--- src/mbw_params.svh ---
// Constants of the multiple-register write and read/write engine.
// Assumes inclusion by bare name from every file that needs them.
`ifndef MBW_PARAMS_SVH
`define MBW_PARAMS_SVH

// ==========================================================
// Function, error and exception codes
`define MBW_FC_WRITE_MULTI 8'h10
`define MBW_FC_READ_WRITE 8'h17
`define MBW_ERR_FLAG 8'h80
`define MBW_EXC_ILL_FUNC 8'h01
`define MBW_EXC_ILL_VALUE 8'h03

// ==========================================================
// Count limits and length fields
`define MBW_CNT_MIN 16'h0001
`define MBW_WR_CNT_MAX 16'h007B
`define MBW_RW_CNT_MAX 16'h0079
`define MBW_WR_LEN_BASE 16'h0007
`define MBW_RW_LEN_BASE 16'h000B
`define MBW_WR_RSP_LEN 16'h0006
`define MBW_RW_RSP_LEN_BASE 16'h0003
`define MBW_EXC_RSP_LEN 16'h0003

// ==========================================================
// Byte positions within a frame, counted from the first header byte
`define MBW_IDX_UID 17'h00006
`define MBW_IDX_FC 17'h00007
`define MBW_HDR_TAIL 17'h00005
`define MBW_WR_BC_IDX 17'h0000C
`define MBW_RW_BC_IDX 17'h00010
`define MBW_TX_EXC_TOTAL 9'h009
`define MBW_TX_WR_TOTAL 9'h00C
`define MBW_TX_DATA_START 9'h009

// ==========================================================
// Response buffer shape
`define MBW_FIFO_DEPTH 16
`define MBW_FIFO_WIDTH 8

`endif

--- src/mbw_pkg.sv ---
// Types shared by the engine, its assertions and the bench.
// Assumes nothing beyond a SystemVerilog compiler.
package mbw_pkg;

  // ==========================================================
  // Data types
  typedef logic [7:0] mbw_byte_t;   // One stream byte
  typedef logic [15:0] mbw_word_t;  // One register value or address

  // ==========================================================
  // Engine states
  typedef enum logic [1:0] {
    MBW_S_RX,      // Taking request bytes
    MBW_S_TX,      // Building response bytes
    MBW_S_RDWAIT,  // Read strobe is out
    MBW_S_RDCAP    // Read data is on the port
  } mbw_state_t;

endpackage

--- src/mbw_fifo.sv ---
// Byte FIFO between the response builder and the outgoing stream.
// Assumes one clock; the output stage is registered so the top sees flops.
`timescale 1ns/10ps
`include "mbw_params.svh"

module mbw_fifo #(
  parameter int WIDTH = `MBW_FIFO_WIDTH,
  parameter int DEPTH = `MBW_FIFO_DEPTH
) (
  input wire logic clk_in,
  input wire logic arst_n_in,
  input wire logic [WIDTH-1:0] in_data_in,
  input wire logic in_valid_in,
  output logic in_ready_out,
  output logic [WIDTH-1:0] out_data_out,
  output logic out_valid_out,
  input wire logic out_ready_in
);
  localparam int AW = $clog2(DEPTH);

  // ==========================================================
  // Storage and pointers
  logic [WIDTH-1:0] mem [DEPTH];  // Word store
  logic [AW-1:0] wr_ptr_r, wr_ptr_nxt;  // Fill position
  logic [AW-1:0] rd_ptr_r, rd_ptr_nxt;  // Drain position
  logic [AW:0] count_r, count_nxt;  // Words held in the store
  logic [WIDTH-1:0] dout_r, dout_nxt;  // Output stage data
  logic dout_vld_r, dout_vld_nxt;  // Output stage holds a word
  logic push, pop;

  // Full only when every slot holds a word; the output stage is extra
  assign in_ready_out = (count_r != (AW+1)'(DEPTH));
  assign out_data_out = dout_r;
  assign out_valid_out = dout_vld_r;

  // ==========================================================
  // Next pointers, count and output stage
  always_comb begin
    push = in_valid_in && in_ready_out;
    // Refill the output stage whenever it empties or is taken
    pop = (count_r != '0) && (!dout_vld_r || out_ready_in);
    wr_ptr_nxt = wr_ptr_r;
    rd_ptr_nxt = rd_ptr_r;
    dout_nxt = dout_r;
    dout_vld_nxt = dout_vld_r;
    if (push) begin
      wr_ptr_nxt = (wr_ptr_r == AW'(DEPTH - 1)) ? '0 : wr_ptr_r + AW'(1);
    end
    if (pop) begin
      rd_ptr_nxt = (rd_ptr_r == AW'(DEPTH - 1)) ? '0 : rd_ptr_r + AW'(1);
      dout_nxt = mem[rd_ptr_r];
      dout_vld_nxt = 1'b1;
    end else if (out_ready_in) begin
      dout_vld_nxt = 1'b0;  // Taken with nothing behind it
    end
    count_nxt = count_r + (AW+1)'(push) - (AW+1)'(pop);
  end

  // Control registers
  always_ff @(posedge clk_in or negedge arst_n_in) begin
    if (!arst_n_in) begin
      wr_ptr_r <= '0;
      rd_ptr_r <= '0;
      count_r <= '0;
      dout_r <= '0;
      dout_vld_r <= 1'b0;
    end else begin
      wr_ptr_r <= wr_ptr_nxt;
      rd_ptr_r <= rd_ptr_nxt;
      count_r <= count_nxt;
      dout_r <= dout_nxt;
      dout_vld_r <= dout_vld_nxt;
    end
  end

  // Data store needs no reset; nothing reads a slot before it is written
  always_ff @(posedge clk_in) begin
    if (push) begin
      mem[wr_ptr_r] <= in_data_in;
    end
  end
endmodule

--- src/mbw_core.sv ---
// Request parser and response builder for multi-register write (0x10)
// and read/write (0x17) frames with the seven-byte TCP header.
// Assumes request bytes and register port on the same clock as this logic.
`timescale 1ns/10ps
`include "mbw_params.svh"

module mbw_core #(
  parameter int FIFO_DEPTH = `MBW_FIFO_DEPTH
) (
  input wire logic clk_in,
  input wire logic arst_n_in,
  input wire mbw_pkg::mbw_byte_t rx_data_in,
  input wire logic rx_valid_in,
  output logic rx_ready_out,
  output mbw_pkg::mbw_byte_t tx_data_out,
  output logic tx_valid_out,
  input wire logic tx_ready_in,
  output logic reg_wr_en_out,
  output mbw_pkg::mbw_word_t reg_wr_addr_out,
  output mbw_pkg::mbw_word_t reg_wr_data_out,
  output logic reg_rd_en_out,
  output mbw_pkg::mbw_word_t reg_rd_addr_out,
  input wire mbw_pkg::mbw_word_t reg_rd_data_in
);
  import mbw_pkg::*;

  // ==========================================================
  // Helpers
  // Byte count or length term for a register count
  function automatic mbw_word_t twice(input mbw_word_t cnt);
    twice = {cnt[14:0], 1'b0};
  endfunction

  // Count lies inside one to the given maximum
  function automatic logic cnt_ok(input mbw_word_t cnt, input mbw_word_t max);
    cnt_ok = (cnt >= `MBW_CNT_MIN) && (cnt <= max);
  endfunction

  // ==========================================================
  // State
  mbw_state_t state_r, state_nxt;  // Engine phase
  logic [16:0] idx_r, idx_nxt;  // Byte position in request
  mbw_word_t tid_r, tid_nxt;  // Transaction identifier
  mbw_word_t pid_r, pid_nxt;  // Protocol identifier
  mbw_word_t len_r, len_nxt;  // Header length field
  mbw_byte_t uid_r, uid_nxt;  // Unit identifier
  mbw_byte_t fc_r, fc_nxt;  // Function code
  mbw_word_t a1_r, a1_nxt;  // First start address
  mbw_word_t c1_r, c1_nxt;  // First count
  mbw_word_t a2_r, a2_nxt;  // Write start address of a read/write
  mbw_word_t c2_r, c2_nxt;  // Write count of a read/write
  mbw_byte_t ex_r, ex_nxt;  // Exception code, zero when none
  logic checked_r, checked_nxt;  // Counts passed their checks
  mbw_byte_t hi_r, hi_nxt;  // Held high byte of a value
  logic hi_have_r, hi_have_nxt;  // High byte is held
  mbw_word_t wk_r, wk_nxt;  // Values written so far
  logic [8:0] t_r, t_nxt;  // Response byte position
  mbw_word_t ridx_r, ridx_nxt;  // Values read so far
  mbw_word_t word_r, word_nxt;  // Read value being sent
  logic word_have_r, word_have_nxt;  // Read value is present
  logic rx_ready_r, rx_ready_nxt;
  logic wr_en_r, wr_en_nxt;
  mbw_word_t wr_addr_r, wr_addr_nxt;
  mbw_word_t wr_data_r, wr_data_nxt;
  logic rd_en_r, rd_en_nxt;
  mbw_word_t rd_addr_r, rd_addr_nxt;

  // Response path
  mbw_byte_t tx_byte;  // Byte offered to the buffer
  logic push;  // Byte goes into the buffer
  logic fifo_ready;  // Buffer has room
  logic is_data;  // Position carries read data
  logic [8:0] off;  // Offset into read data
  logic [8:0] tot;  // Response size in bytes
  mbw_word_t rsp_len;  // Response length field
  logic rx_take;  // Request byte accepted
  logic is_wr, is_rw;  // Function decode
  mbw_word_t wbase;  // Write start address in use
  logic [16:0] bc_idx;  // Position of the byte count

  assign rx_ready_out = rx_ready_r;
  assign reg_wr_en_out = wr_en_r;
  assign reg_wr_addr_out = wr_addr_r;
  assign reg_wr_data_out = wr_data_r;
  assign reg_rd_en_out = rd_en_r;
  assign reg_rd_addr_out = rd_addr_r;

  // ==========================================================
  // Response byte selection
  always_comb begin
    is_wr = (fc_r == `MBW_FC_WRITE_MULTI);
    is_rw = (fc_r == `MBW_FC_READ_WRITE);
    off = t_r - `MBW_TX_DATA_START;
    is_data = (ex_r == 8'h00) && is_rw && (t_r >= `MBW_TX_DATA_START);
    // Size of the reply follows its kind
    if (ex_r != 8'h00) begin
      rsp_len = `MBW_EXC_RSP_LEN;
      tot = `MBW_TX_EXC_TOTAL;
    end else if (is_wr) begin
      rsp_len = `MBW_WR_RSP_LEN;
      tot = `MBW_TX_WR_TOTAL;
    end else begin
      rsp_len = `MBW_RW_RSP_LEN_BASE + twice(c1_r);
      tot = `MBW_TX_DATA_START + 9'(twice(c1_r));
    end
    tx_byte = 8'h00;
    if (is_data) begin
      tx_byte = off[0] ? word_r[7:0] : word_r[15:8];
    end else begin
      case (t_r)
        9'h000: tx_byte = tid_r[15:8];
        9'h001: tx_byte = tid_r[7:0];
        9'h002: tx_byte = pid_r[15:8];
        9'h003: tx_byte = pid_r[7:0];
        9'h004: tx_byte = rsp_len[15:8];
        9'h005: tx_byte = rsp_len[7:0];
        9'h006: tx_byte = uid_r;
        // Error code sets the top bit of the function code
        9'h007: tx_byte = (ex_r != 8'h00) ? (fc_r | `MBW_ERR_FLAG) : fc_r;
        9'h008: begin
          if (ex_r != 8'h00) begin
            tx_byte = ex_r;
          end else if (is_wr) begin
            tx_byte = a1_r[15:8];
          end else begin
            tx_byte = 8'(twice(c1_r));
          end
        end
        9'h009: tx_byte = a1_r[7:0];
        9'h00A: tx_byte = c1_r[15:8];
        9'h00B: tx_byte = c1_r[7:0];
        default: tx_byte = 8'h00;
      endcase
    end
  end

  // ==========================================================
  // Parser and sequencer next state
  always_comb begin
    state_nxt = state_r;
    idx_nxt = idx_r;
    tid_nxt = tid_r;
    pid_nxt = pid_r;
    len_nxt = len_r;
    uid_nxt = uid_r;
    fc_nxt = fc_r;
    a1_nxt = a1_r;
    c1_nxt = c1_r;
    a2_nxt = a2_r;
    c2_nxt = c2_r;
    ex_nxt = ex_r;
    checked_nxt = checked_r;
    hi_nxt = hi_r;
    hi_have_nxt = hi_have_r;
    wk_nxt = wk_r;
    t_nxt = t_r;
    ridx_nxt = ridx_r;
    word_nxt = word_r;
    word_have_nxt = word_have_r;
    wr_en_nxt = 1'b0;
    wr_addr_nxt = wr_addr_r;
    wr_data_nxt = wr_data_r;
    rd_en_nxt = 1'b0;
    rd_addr_nxt = rd_addr_r;
    push = 1'b0;
    rx_take = rx_valid_in && rx_ready_r;
    // Write range of a read/write is its own field
    wbase = is_rw ? a2_r : a1_r;
    bc_idx = is_rw ? `MBW_RW_BC_IDX : `MBW_WR_BC_IDX;
    case (state_r)
      MBW_S_RX: begin
        if (rx_take) begin
          idx_nxt = idx_r + 17'h00001;
          // Field capture, high byte first
          case (idx_r)
            17'h00000: tid_nxt[15:8] = rx_data_in;
            17'h00001: tid_nxt[7:0] = rx_data_in;
            17'h00002: pid_nxt[15:8] = rx_data_in;
            17'h00003: pid_nxt[7:0] = rx_data_in;
            17'h00004: len_nxt[15:8] = rx_data_in;
            17'h00005: len_nxt[7:0] = rx_data_in;
            17'h00006: uid_nxt = rx_data_in;
            17'h00007: begin
              fc_nxt = rx_data_in;
              // Anything but the two handled codes is refused
              if (rx_data_in != `MBW_FC_WRITE_MULTI && rx_data_in != `MBW_FC_READ_WRITE) begin
                ex_nxt = `MBW_EXC_ILL_FUNC;
              end
            end
            17'h00008: a1_nxt[15:8] = rx_data_in;
            17'h00009: a1_nxt[7:0] = rx_data_in;
            17'h0000A: c1_nxt[15:8] = rx_data_in;
            17'h0000B: c1_nxt[7:0] = rx_data_in;
            17'h0000C: if (is_rw) a2_nxt[15:8] = rx_data_in;
            17'h0000D: if (is_rw) a2_nxt[7:0] = rx_data_in;
            17'h0000E: if (is_rw) c2_nxt[15:8] = rx_data_in;
            17'h0000F: if (is_rw) c2_nxt[7:0] = rx_data_in;
            default: ;
          endcase
          // Checks on the byte count byte, before any value arrives
          if (idx_r == bc_idx && ex_r == 8'h00) begin
            if (is_wr) begin
              checked_nxt = cnt_ok(c1_r, `MBW_WR_CNT_MAX)
                && (rx_data_in == 8'(twice(c1_r)))
                && (len_r == `MBW_WR_LEN_BASE + twice(c1_r));
            end else begin
              checked_nxt = cnt_ok(c1_r, `MBW_RW_CNT_MAX)
                && cnt_ok(c2_r, `MBW_RW_CNT_MAX)
                && (rx_data_in == 8'(twice(c2_r)))
                && (len_r == `MBW_RW_LEN_BASE + twice(c2_r));
            end
            if (!checked_nxt) begin
              ex_nxt = `MBW_EXC_ILL_VALUE;
            end
          end
          // Value bytes pair into words, high byte first
          if (idx_r > bc_idx && checked_r && ex_r == 8'h00) begin
            if (!hi_have_r) begin
              hi_nxt = rx_data_in;
              hi_have_nxt = 1'b1;
            end else begin
              hi_have_nxt = 1'b0;
              wr_en_nxt = 1'b1;
              wr_addr_nxt = wbase + wk_r;
              wr_data_nxt = {hi_r, rx_data_in};
              wk_nxt = wk_r + 16'h0001;
            end
          end
          // Frame ends where the length field says
          if (idx_r >= `MBW_IDX_UID && idx_r >= {1'b0, len_r} + `MBW_HDR_TAIL) begin
            if (ex_nxt == 8'h00 && !checked_nxt) begin
              ex_nxt = `MBW_EXC_ILL_VALUE;
            end
            idx_nxt = 17'h00000;
            t_nxt = 9'h000;
            state_nxt = MBW_S_TX;
          end
        end
      end
      MBW_S_TX: begin
        if (is_data && !word_have_r) begin
          // Reads run after every write of the frame
          rd_en_nxt = 1'b1;
          rd_addr_nxt = a1_r + ridx_r;
          state_nxt = MBW_S_RDWAIT;
        end else if (fifo_ready) begin
          push = 1'b1;
          t_nxt = t_r + 9'h001;
          if (is_data && off[0]) begin
            word_have_nxt = 1'b0;
            ridx_nxt = ridx_r + 16'h0001;
          end
          if (t_r == tot - 9'h001) begin
            // Clean slate for the next request
            state_nxt = MBW_S_RX;
            ex_nxt = 8'h00;
            fc_nxt = 8'h00;
            checked_nxt = 1'b0;
            hi_have_nxt = 1'b0;
            wk_nxt = 16'h0000;
            ridx_nxt = 16'h0000;
            word_have_nxt = 1'b0;
          end
        end
      end
      MBW_S_RDWAIT: state_nxt = MBW_S_RDCAP;
      MBW_S_RDCAP: begin
        word_nxt = reg_rd_data_in;  // Valid one cycle after the strobe
        word_have_nxt = 1'b1;
        state_nxt = MBW_S_TX;
      end
      default: state_nxt = MBW_S_RX;
    endcase
    // Input is held off while a reply is being built
    rx_ready_nxt = (state_nxt == MBW_S_RX);
  end

  // ==========================================================
  // Registers
  always_ff @(posedge clk_in or negedge arst_n_in) begin
    if (!arst_n_in) begin
      state_r <= MBW_S_RX;
      idx_r <= '0;
      tid_r <= '0;
      pid_r <= '0;
      len_r <= '0;
      uid_r <= '0;
      fc_r <= '0;
      a1_r <= '0;
      c1_r <= '0;
      a2_r <= '0;
      c2_r <= '0;
      ex_r <= '0;
      checked_r <= 1'b0;
      hi_r <= '0;
      hi_have_r <= 1'b0;
      wk_r <= '0;
      t_r <= '0;
      ridx_r <= '0;
      word_r <= '0;
      word_have_r <= 1'b0;
      rx_ready_r <= 1'b0;
      wr_en_r <= 1'b0;
      wr_addr_r <= '0;
      wr_data_r <= '0;
      rd_en_r <= 1'b0;
      rd_addr_r <= '0;
    end else begin
      state_r <= state_nxt;
      idx_r <= idx_nxt;
      tid_r <= tid_nxt;
      pid_r <= pid_nxt;
      len_r <= len_nxt;
      uid_r <= uid_nxt;
      fc_r <= fc_nxt;
      a1_r <= a1_nxt;
      c1_r <= c1_nxt;
      a2_r <= a2_nxt;
      c2_r <= c2_nxt;
      ex_r <= ex_nxt;
      checked_r <= checked_nxt;
      hi_r <= hi_nxt;
      hi_have_r <= hi_have_nxt;
      wk_r <= wk_nxt;
      t_r <= t_nxt;
      ridx_r <= ridx_nxt;
      word_r <= word_nxt;
      word_have_r <= word_have_nxt;
      rx_ready_r <= rx_ready_nxt;
      wr_en_r <= wr_en_nxt;
      wr_addr_r <= wr_addr_nxt;
      wr_data_r <= wr_data_nxt;
      rd_en_r <= rd_en_nxt;
      rd_addr_r <= rd_addr_nxt;
    end
  end

  // ==========================================================
  // Response buffer; a stalled sink stalls the builder
  mbw_fifo #(
    .WIDTH(`MBW_FIFO_WIDTH),
    .DEPTH(FIFO_DEPTH)
  ) u_fifo (
    .clk_in(clk_in),
    .arst_n_in(arst_n_in),
    .in_data_in(tx_byte),
    .in_valid_in(push),
    .in_ready_out(fifo_ready),
    .out_data_out(tx_data_out),
    .out_valid_out(tx_valid_out),
    .out_ready_in(tx_ready_in)
  );
endmodule

--- config.mk ---
export PLATFORM = sky130hd
export DESIGN_NAME = mbw_core
export DESIGN_NICKNAME = d
export VERILOG_FILES = /design/src/mbw_pkg.sv /design/src/mbw_fifo.sv /design/src/mbw_core.sv
export VERILOG_INCLUDE_DIRS = /design/src
export SDC_FILE = /design/constraint.sdc
export NUM_CORES = 1
export LEC_CHECK = 0
export BUFFER_PORTS_ARGS = -buffer_cell sky130_fd_sc_hd__buf_2
export CORE_MARGIN = 5
export CORE_UTILIZATION = 55
export CTS_CLUSTER_DIAMETER = 100
export DETAILED_ROUTE_END_ITERATION = 6
export PLACE_DENSITY = 0.69
export SYNTH_ARGS = -nofsm -noshare
export SYNTH_HDL_FRONTEND = slang
export SYNTH_HIERARCHICAL = 1
export SYNTH_SLANG_ARGS = --single-unit
--- constraint.sdc ---
create_clock -name clk_in -period 5.8 [get_ports clk_in]
set_clock_uncertainty 0.05 [all_clocks]
set_input_delay 1.16 -clock clk_in [delete_from_list [all_inputs] [get_ports clk_in]]
set_output_delay 1.16 -clock clk_in [all_outputs]
set_load 0.05 [all_outputs]
Word-level counts from Yosys, hierarchy flattened
Memories as Yosys holds them, arrays and structs flattened. A register that Yosys moved wholly into a read port is not among the register bits.
Cells that the tools add are included.

storage, ports and cells
  bits in registers = 288
  RAM bits = 128
  input bits = 28
  output and inout port bits = 60
  word-level logic and storage cells = 266
  memories = 1

cells by class
  add/subtract/negate cells = 17
  magnitude comparators = 9
  equality and inequality tests = 51
  multiplexer cells = 85
  bitwise gates (word level) = 2
  reduce and logical (&&, ||, !) cells = 64

memory list
  name        words  bits a word  rd ports  clocked after memory_dff  wr ports  RTL line        RTL
  u_fifo.mem  16     8            1         1                         1         mbw_fifo.sv:23  logic [WIDTH-1:0] mem [DEPTH];

operator list
  cell                     number
  $mux W16                 11
  $mux W8                  19
  $eq A17 B4 Y1 const B    8
  $pmux W8 S12             1
  $eq A17 B3 Y1 const B    4
  $mux W9                  6
  $le A16 B7 Y1 const B    3
  $eq A9 B3 Y1 const B     4
  $eq A9 B4 Y1 const B     4
  $eq A17 B2 Y1 const B    2
  $reduce_and A3 Y1        11
  $add A16 B1 Y16 const B  2
  $add A16 B16 Y16         2
  $eq A16 B16 Y1           2
  $ge A16 B1 Y1 const B    2
  $pmux W16 S2             1
  $pmux W8 S2              2
  $reduce_and A4 Y1        8
  $mux W1                  31
  $logic_and A1 B1 Y1      21
  $eq A9 B2 Y1 const B     2
  $pmux W9 S2              1
  $add A16 B3 Y17 const B  1
  $add A17 B1 Y17 const B  1
  other kinds (48)         79

Logic depth before layout (Yosys ltp)
Gate-level depths: netlist of run 1.

  depth in word-level cells = 19
  depth in mapped cells = 17

By module
Netlist of run 1, hierarchy kept.

modules (own cells, without submodules)
  module    times used  cells each  area each (um2)  sequential area each (um2)
  mbw_core  1           1,755       16,747.3         6,856.6
  mbw_fifo  1           315         6,197.2          4,394.2

Worst setup path before layout of run 1
Ideal clock, no wire load.

  path type = reg-to-reg
  start point = register fc_r[7]
  end point = register wr_addr_r[14], in the netlist reg_wr_addr_out[14]
  arrival = 4.343 ns
  path slack = 1.288 ns
  cell stages (with the launch flop) = 15
  buffers on the path = 1
  clock period less this slack = 4.512 ns
  cells stage by stage = dfrtp_1 -> or2_2 -> nor4_1 -> clkbuf_1 -> mux2_2 -> ha_1 -> fa_1 -> a21o_1 -> a21oi_1 -> o211ai_1 -> a31oi_1 -> a2111oi_0 -> or3_1 -> nand3_1 -> nand2_1

between the ends
  cells in the longest elaborated chain, start to end = 6
  elaborated cells on any way between the ends = 8
  classes of those cells = add/sub (1); order compare (1); eq/ne (1); mux (2); reduce/logical (3)

ends and longest elaborated chain
  item                                RTL line         RTL
  from (decl)                         mbw_core.sv:47   mbw_byte_t fc_r, fc_nxt;
  from (signal assigned)              mbw_core.sv:315  fc_r <= fc_nxt;
  $eq A8 B5 Y1 (no source line) *     -
  $mux W5 (no source line)            -
  $gt A17 B5 Y1                       mbw_core.sv:217  if (idx_r > bc_idx && checked_r && ex_r == 8'h00) begin
  $logic_and A1 B1 Y1 (2 in a row)    mbw_core.sv:217
  $reduce_and A4 Y1 (no source line)  -
  to (signal assigned)                mbw_core.sv:331  wr_addr_r <= wr_addr_nxt;
  to (decl)                           mbw_core.sv:63   mbw_word_t wr_addr_r, wr_addr_nxt;

Mark *: on every way between the ends. The rest lies on a longest branch, timed or not.
A chain may end at the register's enable or synchronous reset.

Worst setup path in the final report of run 1
  start point = register ex_r[1]
  end point = register ridx_r[5]

between the ends
  cells in the longest elaborated chain, start to end = 6
  elaborated cells on any way between the ends = 13
  classes of those cells = add/sub (1); eq/ne (1); mux (2); bitwise (1); reduce/logical (8)

ends and longest elaborated chain
  item                                                               RTL line                         RTL
  from (decl)                                                        mbw_core.sv:52                   mbw_byte_t ex_r, ex_nxt;
  from (signal assigned)                                             mbw_core.sv:320                  ex_r <= ex_nxt;
  $reduce_bool A8 Y1 or $logic_not A8 Y1 (tied branches)             mbw_core.sv:96, mbw_core.sv:94
  $mux W9 or $logic_and A1 B1 Y1 (tied branches)                     mbw_core.sv:96, mbw_core.sv:94
  $sub A9 B1 Y9 or $logic_and A1 B1 Y1 (tied branches)               mbw_core.sv:253, mbw_core.sv:94
  $eq A9 B9 Y1, or another cell as far along                         mbw_core.sv:253                  if (t_r == tot - 9'h001) begin
  $reduce_bool A2 Y1 (no source line) or $not A1 Y1 (tied branches)  -
  $reduce_and A4 Y1 (no source line)                                 -
  to (signal assigned)                                               mbw_core.sv:326                  ridx_r <= ridx_nxt;
  to (decl)                                                          mbw_core.sv:58                   mbw_word_t ridx_r, ridx_nxt;

Parallel ways exist; a longest one is shown, timed or not.

==> impl_results.md, run 1 <==
- Run status: finished clean
- Hold-fix buffers at CTS: 0
- Relative slew slack: roughly a fifth
- Tcrit/Tclk final: ~84%
- Syn_area_per_cell: 11.1 um^2
- Leading area contributor after synthesis: dfrtp_1
- Mapped Area: between 20000 and 25000 um^2
- DR pass1 iterations: 6
- Comb pwr share: a little over a third
- Clk Latency, worst-skew pair: about 0.58 ns
- Minimum clock period: slightly below 5 ns
- Place WS: 1.02 ns
- Clk network pwr share: approximately 25%
- Post-synth top area share: about a third
- Input/output buffers: 87
- Area grow syn2layout: 10.6%
- CTS tree: done
- Unrepaired setup endpoints after global routing: false
- CTS Buf Count: 46
- Post-CTS sizing: 0
- Largest net degree at the start of global routing: 139
- H-tree levels: 2
- Final #Nets: about 2200
- Worst Hold Class: register to register
- Vias in the first global route: around 17000
- Count of pins over their slew limit: 0
- P_sw: between 0.004 and 0.005 W
- Clock transition at path regs: around 0.06 ns
- Top Ports: approximately 90
- Sink Count: between 400 and 500
- Height of the die: ~210 um
- Dpl hpwl: about 42000 um
- Leakage: 10.8 nW
- Async set-or-reset flop fraction in the synthesized netlist: a little over two thirds
- Hold Path Sink: reg_wr_data_out[8]$_DFFE_PN0P_
- Antenna-violating nets left: 0
- Arr. time, crit path: between 5 and 6 ns
- Largest registers: u_fifo/mem: 128 flops, idx_r: 17 flops
- GR Overflow Total: 0
- Total Routing Usage GR: 26.2%
- Max Freq: slightly above 200 MHz
- Top cells by count, synth: dfrtp_1 (296), nand2_1 (232), mux2_2 (157)
- Switching part of the total: slightly below 40%
- Primary FF master, synth: dfrtp_1
- Starting density of the core: a little under three fifths
- Syn nets: between 2000 and 2500
- Min-delay src: hi_r[0]$_DFFE_PN0P_
- DR vias/cell: a little over 6
- Vias: roughly 17000
- Die Area: approximately 46000 um^2
- Register-to-Register Setup Slack: 0.95 ns
- Syn Inst Count: between 2000 and 2500
- Area occupied by multi-input gates: ~11000 um^2
- CP Max Fanout: 52
- WP data required: 6.25 ns
- Avg WL per Cell: approximately 23 um
- EDFF count, synth: ~130
- Post-synthesis sequential element count: 424
- Worst reg2reg path depth: 13
- Largest cells by area after synthesis: dfrtp_1 (32%), edfxtp_1 (17%), mux2_2 (7.7%)
- Core area: a little over 40000 um^2
- WS Path Type: register to register
- Worst VDD drop: roughly 0.26 mV
- Cell Int Power: 0.00760 W
- Iteration-0 DRC Markers: roughly 1300
- PD cells: 487 nW/um^2
- Max-capacitance violation count: 0
- Std-Cell Rows: 74
- CP endpoint kind: register
- Yosys cell types: 85
- Number of flip-flops in the largest register: between 100 and 150
- Endpoints failing hold: 0
- Initial antenna violation count: 0
- Biggest register: u_fifo/mem
- Root Buffer: clkbuf_16
- Worst Hold Path Cells: 2
- Postcts setup bufs: 0
- Synth warnings: 6
- DRC Markers: 0
- Final WS setup: between 0.9 and 1 ns
- Worst R2R Start: ex_r[1]$_DFFE_PN0P_
- Reg-to-Reg End: ridx_r[5]$_DFFE_PN0P_
- GPL Wtd Cong: ~0.96
- Sequential fraction of the synthesis area: between 40% and 50%
- Hold WS: about 0.40 ns
- DRT Wirelength: 61100 um
- Setup crit start kind: register
- Antenna diode count: 0
- Share of cells above drive strength 1: 19.7%
- Sequential Power Share: approximately 39%
- CTS max path bufs: 3
- Setup TNS: 0 ns
- Fill cells: roughly 3300
- Cell with the most instances after synthesis: dfrtp_1
- First-pass GRT wire length: 96500 um
- Sequential standard cell area: approximately 11000 um^2
- Die X: around 210 um
- Worst Max-Slew Pin Slew: around 1.2 ns
- Final setup fails: 0
[layout make-up]
type	count	area share (%)
clock buffers	60	5.06
inverters	68	1.01
well taps	532	2.62
repair buffers	120	2.78
flip-flops and latches	424	44.3
multi-input cells	1456	42.9
clock inverters	25	1.32
[critical path: stages (launching register included)]
cell and delay (ns):
dfrtp_1 0.43, or4_4 0.58, or4_4 0.60, nor2_1 0.47
nand2_1 0.18, ha_1 0.24, nand3b_1 0.12, nor3_1 0.08
or2_2 0.31, a211o_1 0.29, o211ai_1 0.13, a211o_4 0.52
or4b_2 0.62, o21ai_0 0.09
[worst max-delay path by stage]
stage | start | end | slack [ns]
after global placement | ex_r[1]$_DFFE_PN0P_ | wk_r[10]$_DFFE_PN0P_ | 1.16
final | ex_r[1]$_DFFE_PN0P_ | ridx_r[5]$_DFFE_PN0P_ | 0.95
after floorplan | fc_r[7]$_DFFE_PN0P_ | reg_wr_addr_out[14]$_DFFE_PN0P_ | 1.29
after global routing | ex_r[1]$_DFFE_PN0P_ | wk_r[0]$_DFFE_PN0P_ | 0.71
after CTS | ex_r[1]$_DFFE_PN0P_ | ridx_r[5]$_DFFE_PN0P_ | 1.0
after detailed placement | ex_r[1]$_DFFE_PN0P_ | ridx_r[5]$_DFFE_PN0P_ | 1.02
[layout by cell type (no fill, tap or decap), types with 18 or more instances in the layout]
cell,count
mux4_2,22
and2_1,28
nand2_1,232
buf_2,86
a21oi_1,59
edfxtp_1,128
inv_1,67
clkbuf_16,47
buf_4,32
nor4_1,28
nand3_1,82
nor2_1,114
nor3_1,36
mux2i_1,34
o21ai_0,81
nand4_1,32
o22ai_1,20
xnor2_1,70
dfrtp_1,295
mux2_2,157
or3_1,18
xor2_1,65
ha_1,82
[power groups by stage]
stage	Sequential, W	Combinational, W	Clock, W
2_1_floorplan	0.00450	0.00329	0
3_5_place_dp	0.00479	0.00446	0
3_3_place_gp	0.00476	0.00434	0
4_1_cts	0.00473	0.00448	0.00317
5_1_grt	0.00482	0.00488	0.00330
6_report	0.00476	0.00449	0.00311
[per-stage QoR]
step           area [um^2]  cells  utilization (%)  total power (W)
2_1_floorplan        22900   2070                -          0.00779
3_3_place_gp         23800   2600             57.9          0.00910
3_5_place_dp         23800   2600             57.9          0.00924
4_1_cts              25400   2685             61.9           0.0124
5_1_grt              25400   2685             61.9           0.0130
6_report             25400   2685             61.9           0.0124
[cell families after synthesis]
logic type | synth area share, %
compound gates | 9.79
xor+xnor | 5.15
fa+ha+maj | 4.73
buf+inv | 3.67
flops | 49.0
mux | 12.5
simple gates | 15.1
[metal layers]
metal	track usage (%)	part of all wire (%)
met1	35.4	42
met5	0	0
met3	4.14	5.8
met2	43.8	49
met4	8.46	2.9
(Power assumes the default switching activity.)
==> run 2, diff against run 1 <==
clock period = 4.6 ns   (was 5.8 ns; I/O delays follow)
==> impl_results.md, run 2 (synthesis results as in run 1) <==
- Antenna-violating nets left: 0
- First-pass GRT wire length: 96900 um
- Setup crit start kind: register
- Biggest register: u_fifo/mem
- Worst VDD drop: between 0.3 and 0.4 mV
- Tcrit/Tclk final: 95.0%
- CP endpoint kind: register
- Most frequent cells in the layout: dfrtp_1 (294), nand2_1 (232), mux2_2 (157)
- Crit path top cell by count: or4_4
- Height of the die: roughly 210 um
- Std-Cell Rows: 74
- DR pass1 iterations: 6
- Leakage: between 10 and 15 nW
- DR vias/cell: between 6 and 7
- DRC Markers: 0
- Number of flip-flops in the largest register: 128
- Largest net degree at the start of global routing: between 100 and 150
- Dpl hpwl: 42800 um
- Count of pins over their slew limit: 0
- Final #Nets: roughly 2300
- CP Max Fanout: 34
- WP data required: roughly 5 ns
- Max-capacitance violation count: 0
- CTS tree: done
- Sink Count: around 420
- Hold-fix buffers at CTS: 0
- Unrepaired setup endpoints after global routing: false
- Post-CTS sizing: 0
- Iteration-0 DRC Markers: 1382
- Relative slew slack: roughly a third
- Starting density of the core: a little under three fifths
- Root Buffer: clkbuf_16
- Area grow syn2layout: 11.3%
- PD cells: 609 nW/um^2
- Worst Max-Slew Pin Slew: between 0.9 and 1 ns
- Final WS setup: between 0.2 and 0.25 ns
- Vias in the first global route: between 15000 and 20000
- Clk Latency, worst-skew pair: between 0.5 and 0.6 ns
- DRT Wirelength: 61000 um
- CP max-delay cell: or4_4
- Setup TNS: 0 ns
- CTS Buf Count: 46
- Minimum clock period: ~4.4 ns
- GPL Wtd Cong: a little under 1
- Endpoints failing hold: 0
- Final design utilization: slightly above 60%
- Max stage delay on crit path: about 0.6 ns
- Core area: 41000 um^2
- Antenna diode count: 0
- CTS max path bufs: 3
- Worst Hold Class: primary input to asynchronous set/reset pin
- Largest registers: u_fifo/mem: 128 flops, idx_r: 17 flops
- Run status: finished clean
- H-tree levels: 2
- Die X: 214 um
- Vias: roughly 17000
- Place WS: ~0.18 ns
- Max Freq: 229 MHz
- Final setup fails: 0
- Die Area: 45900 um^2
- Total power: ~0.016 W
- Clock transition at path regs: 0.06 ns
- WS Path Type: register to register
- Initial antenna violation count: 0
- Input/output buffers: between 80 and 90
- Most common cell after layout, fill and taps aside: dfrtp_1
- Top Ports: 88
- GR Overflow Total: 0
- Share of cells above drive strength 1: around a fifth
- Total Routing Usage GR: around a quarter
- Avg WL per Cell: around 23 um
- Postcts setup bufs: 0
- Critical path, cell by cell: or4_4 > or4_4 > nor2_1 > nand2_1 > ha_1 > nand3b_1 > xor2_1 > nand2b_1 > a211oi_1 > o22ai_1 > a211o_4 > a21oi_1 > mux2_2
- Arr. time, crit path: between 4 and 5 ns
-- run 2: changes by cell type in the layout (fill, tap and decap cells not counted) --
cell | previous run | this run
buf_4 | 32 | 54
bufinv_16 | 7 | 6
clkinv_2 | 10 | 8
clkinv_4 | 1 | 2
clkinv_8 | 2 | 0
clkinvlp_4 | 1 | 4
dfrtp_1 | 295 | 294
dfrtp_2 | 1 | 2
inv_16 | 0 | 1
inv_6 | 2 | 1
nor3_1 | 36 | 35
nor3_2 | 0 | 1
-- run 2: layer usage --
layer	vias up	routed length (um)	track usage (%)
met5	-	0	0
met4	0	1770	8.57
met1	8475	25800	35.2
met2	549	29900	44.3
met3	109	3540	4.04
li1	7731	-	-
-- run 2: through the flow --
stage                     cell area, um^2  cells  hold WS (ns)
after floorplan                     22900   2070         0.385
after global placement              23900   2622         0.400
after detailed placement            23900   2622         0.407
after CTS                           25500   2706         0.354
after global routing                25500   2706         0.346
final                               25500   2706         0.253
-- run 2: final cells by class --
class                   count  area (um^2)
flip-flops and latches    424        11300
clock inverters            24          304
fillers                  3326        15500
multi-input cells        1456        10900
inverters                  68          255
repair buffers            142          871
well taps                 532          666
clock buffers              60         1280
-- run 2: final timing paths --
kind                            depth (start not counted)                start                             end  slack (ns)
worst max-delay path                                   13  ex_r[1]$_DFFE_PN0P_             wk_r[0]$_DFFE_PN0P_        0.23
worst min-delay path                                    1            arst_n_in           word_r[7]$_DFFE_PN0P_        0.25
worst max register to register                         13  ex_r[1]$_DFFE_PN0P_             wk_r[0]$_DFFE_PN0P_        0.23
worst min register to register                          2  hi_r[1]$_DFFE_PN0P_  reg_wr_data_out[9]$_DFFE_PN0P_        0.41
max in group asynchronous                               2            arst_n_in           idx_r[10]$_DFFE_PN0P_        3.11
min in group clk_in                                     2  hi_r[1]$_DFFE_PN0P_  reg_wr_data_out[9]$_DFFE_PN0P_        0.41
-- run 2: critical path, delay by kind of cell, from the launching register on --
| kind | cells | cell delay, ns |
|---|---|---|
| flip-flops | 1 | 0.43 |
| XOR/XNOR | 1 | 0.25 |
| AND/OR/NAND/NOR | 6 | 1.70 |
| AO/OA/AOI/OAI | 4 | 1.22 |
| adder cells (fa/ha/maj) | 1 | 0.24 |
| multiplexers | 1 | 0.36 |
-- run 2: where the power goes --
part           total, W  switching, W  internal, W
clock network   0.00387       0.00155      0.00232
registers       0.00607       0.00116      0.00491
logic           0.00560       0.00326      0.00234
==> run 3, diff against run 2 <==
CORE_MARGIN = not set   (was 5)
==> impl_results.md, run 3 (synthesis results as in run 1) <==
- Starting density of the core: a little under three fifths
- Die Area: around 43000 um^2
- Std-Cell Rows: 74
- CP Max Fanout: 18
- DRT Wirelength: 61500 um
- Clock transition at path regs: approximately 0.060 ns
- Total Routing Usage GR: between 20% and 30%
- Count of pins over their slew limit: 0
- Root Buffer: clkbuf_16
- Avg WL per Cell: approximately 23 um
- Iteration-0 DRC Markers: ~1300
- Dpl hpwl: ~43000 um
- Largest registers: u_fifo/mem: 128 flops, idx_r: 17 flops
- Final #Nets: 2256
- CP endpoint kind: register
- Setup crit start kind: register
- H-tree levels: 2
- Area grow syn2layout: 11.5%
- CTS Buf Count: 47
- Die X: between 200 and 250 um
- Final setup fails: 0
- CTS tree: done
- Failing checks: DRC
- CTS max path bufs: 3
- Core area: approximately 41000 um^2
- Clk Latency, worst-skew pair: 0.59 ns
- Worst Hold Class: primary input to asynchronous set/reset pin
- Worst Max-Slew Pin Slew: about 1.3 ns
- Biggest register: u_fifo/mem
- Setup TNS: 0 ns
- First-pass GRT wire length: 96100 um
- Max Freq: ~220 MHz
- WS Path Type: register to register
- Hold-fix buffers at CTS: 0
- Max-capacitance violation count: 0
- Input/output buffers: 87
- Most common cell after layout, fill and taps aside: dfrtp_1
- Endpoints failing hold: 0
- Placed Cells: around 2600
- Tcrit/Tclk final: between 90% and 100%
- DR vias/cell: 6.24
- Minimum clock period: 4.46 ns
- Antenna-violating nets left: 0
- Antenna diode count: 0
- Share of cells above drive strength 1: about 21%
- GPL Wtd Cong: between 1 and 1.5
- Most frequent cells in the layout: dfrtp_1 (295), nand2_1 (232), mux2_2 (157)
- Unrepaired setup endpoints after global routing: false
- Initial antenna violation count: 1
- Post-Layout Cell Count: ~2700
- Worst VDD drop: 0.471 mV
- Vias in the first global route: 16700
- Height of the die: just over 200 um
- Leakage: 10.9 nW
- Vias: 16900
- Top Ports: between 80 and 90
- Sink Count: 424
- Largest net degree at the start of global routing: 93
- WP data required: just over 5 ns
- GR Overflow Total: 0
- Number of flip-flops in the largest register: about 130
- DRC Markers: 16
- Relative slew slack: between 10 and 15%
- DR pass1 iterations: 7
- PD cells: about 600 nW/um^2
- Arr. time, crit path: 4.91 ns
- Run status: finished with violations
## run 3: cell count changes in the layout (fill, tap and decap cells not counted), sizes merged
cell and change:
inv -1, a211o +1, clkinv +1, buf +3, clkbuf +6, bufinv -1
clkinvlp -1
## run 3: timing repair
| action | in CTS | in global routing |
|---|---|---|
| endpoints found under the setup margin | 0 | 14 |
| setup buffers | 0 | 2 |
| gates resized for setup | 0 | 2 |
## run 3: worst max-delay path, cell delays in order, from the launching register on
cell	delay [ns]
dfrtp_1	0.43
or4_4	0.58
or4_4	0.60
nor2_1	0.18
nand2_1	0.11
ha_1	0.24
nand3b_1	0.14
nor3_2	0.08
or2_2	0.31
a211o_1	0.30
o211ai_1	0.26
a211o_4	0.37
or4b_2	0.61
o21ai_0	0.10
## run 3: layout make-up
type	count	area (um^2)
tap	532	666
fill	3283	15400
clock buffer	66	1340
sequential	424	11300
clock inverter	22	255
inverter	68	255
multi-input combinational	1457	10900
timing repair buffer	145	906
## run 3: per-stage QoR
step / util, % / cell area [um^2] / setup WS [ns] / hold WS [ns] / total power [W]
after global routing: 62.4 / 25600 / 0.00451 / 0.323 / 0.0164
after floorplan: - / 22900 / 0.0880 / 0.385 / 0.00983
final: 62.4 / 25600 / 0.140 / 0.273 / 0.0156
after global placement: 58.4 / 24000 / 0.328 / 0.395 / 0.0115
after detailed placement: 58.4 / 24000 / 0.187 / 0.405 / 0.0117
after CTS: 62.3 / 25500 / 0.160 / 0.313 / 0.0156
## run 3: report_power, final
part / switching, W / internal [W]
registers: 0.00111 / 0.00491
clock network: 0.00153 / 0.00231
logic: 0.00335 / 0.00235
## run 3: layer usage
layer | share of wire (%) | wire (um) | track usage, %
met1 | 43 | 26100 | 39.7
met5 | 0.018 | 11 | 0
met3 | 6.2 | 3810 | 4.98
met2 | 48 | 29600 | 49.3
met4 | 3.1 | 1910 | 9.80
## run 3: path summary, 6_finish.rpt
| check | from | endpoint | slack (ns) | cells after the start |
|---|---|---|---|---|
| worst max-delay path | ex_r[1]$_DFFE_PN0P_ | ridx_r[5]$_DFFE_PN0P_ | 0.14 | 13 |
| worst min-delay path | arst_n_in | pid_r[1]$_DFFE_PN0P_ | 0.27 | 1 |
| worst max register to register | ex_r[1]$_DFFE_PN0P_ | ridx_r[5]$_DFFE_PN0P_ | 0.14 | 13 |
| worst min register to register | hi_r[5]$_DFFE_PN0P_ | reg_wr_data_out[13]$_DFFE_PN0P_ | 0.41 | 2 |
| max in group asynchronous | arst_n_in | reg_wr_addr_out[2]$_DFFE_PN0P_ | 3.24 | 2 |
| min in group clk_in | hi_r[5]$_DFFE_PN0P_ | reg_wr_data_out[13]$_DFFE_PN0P_ | 0.41 | 2 |
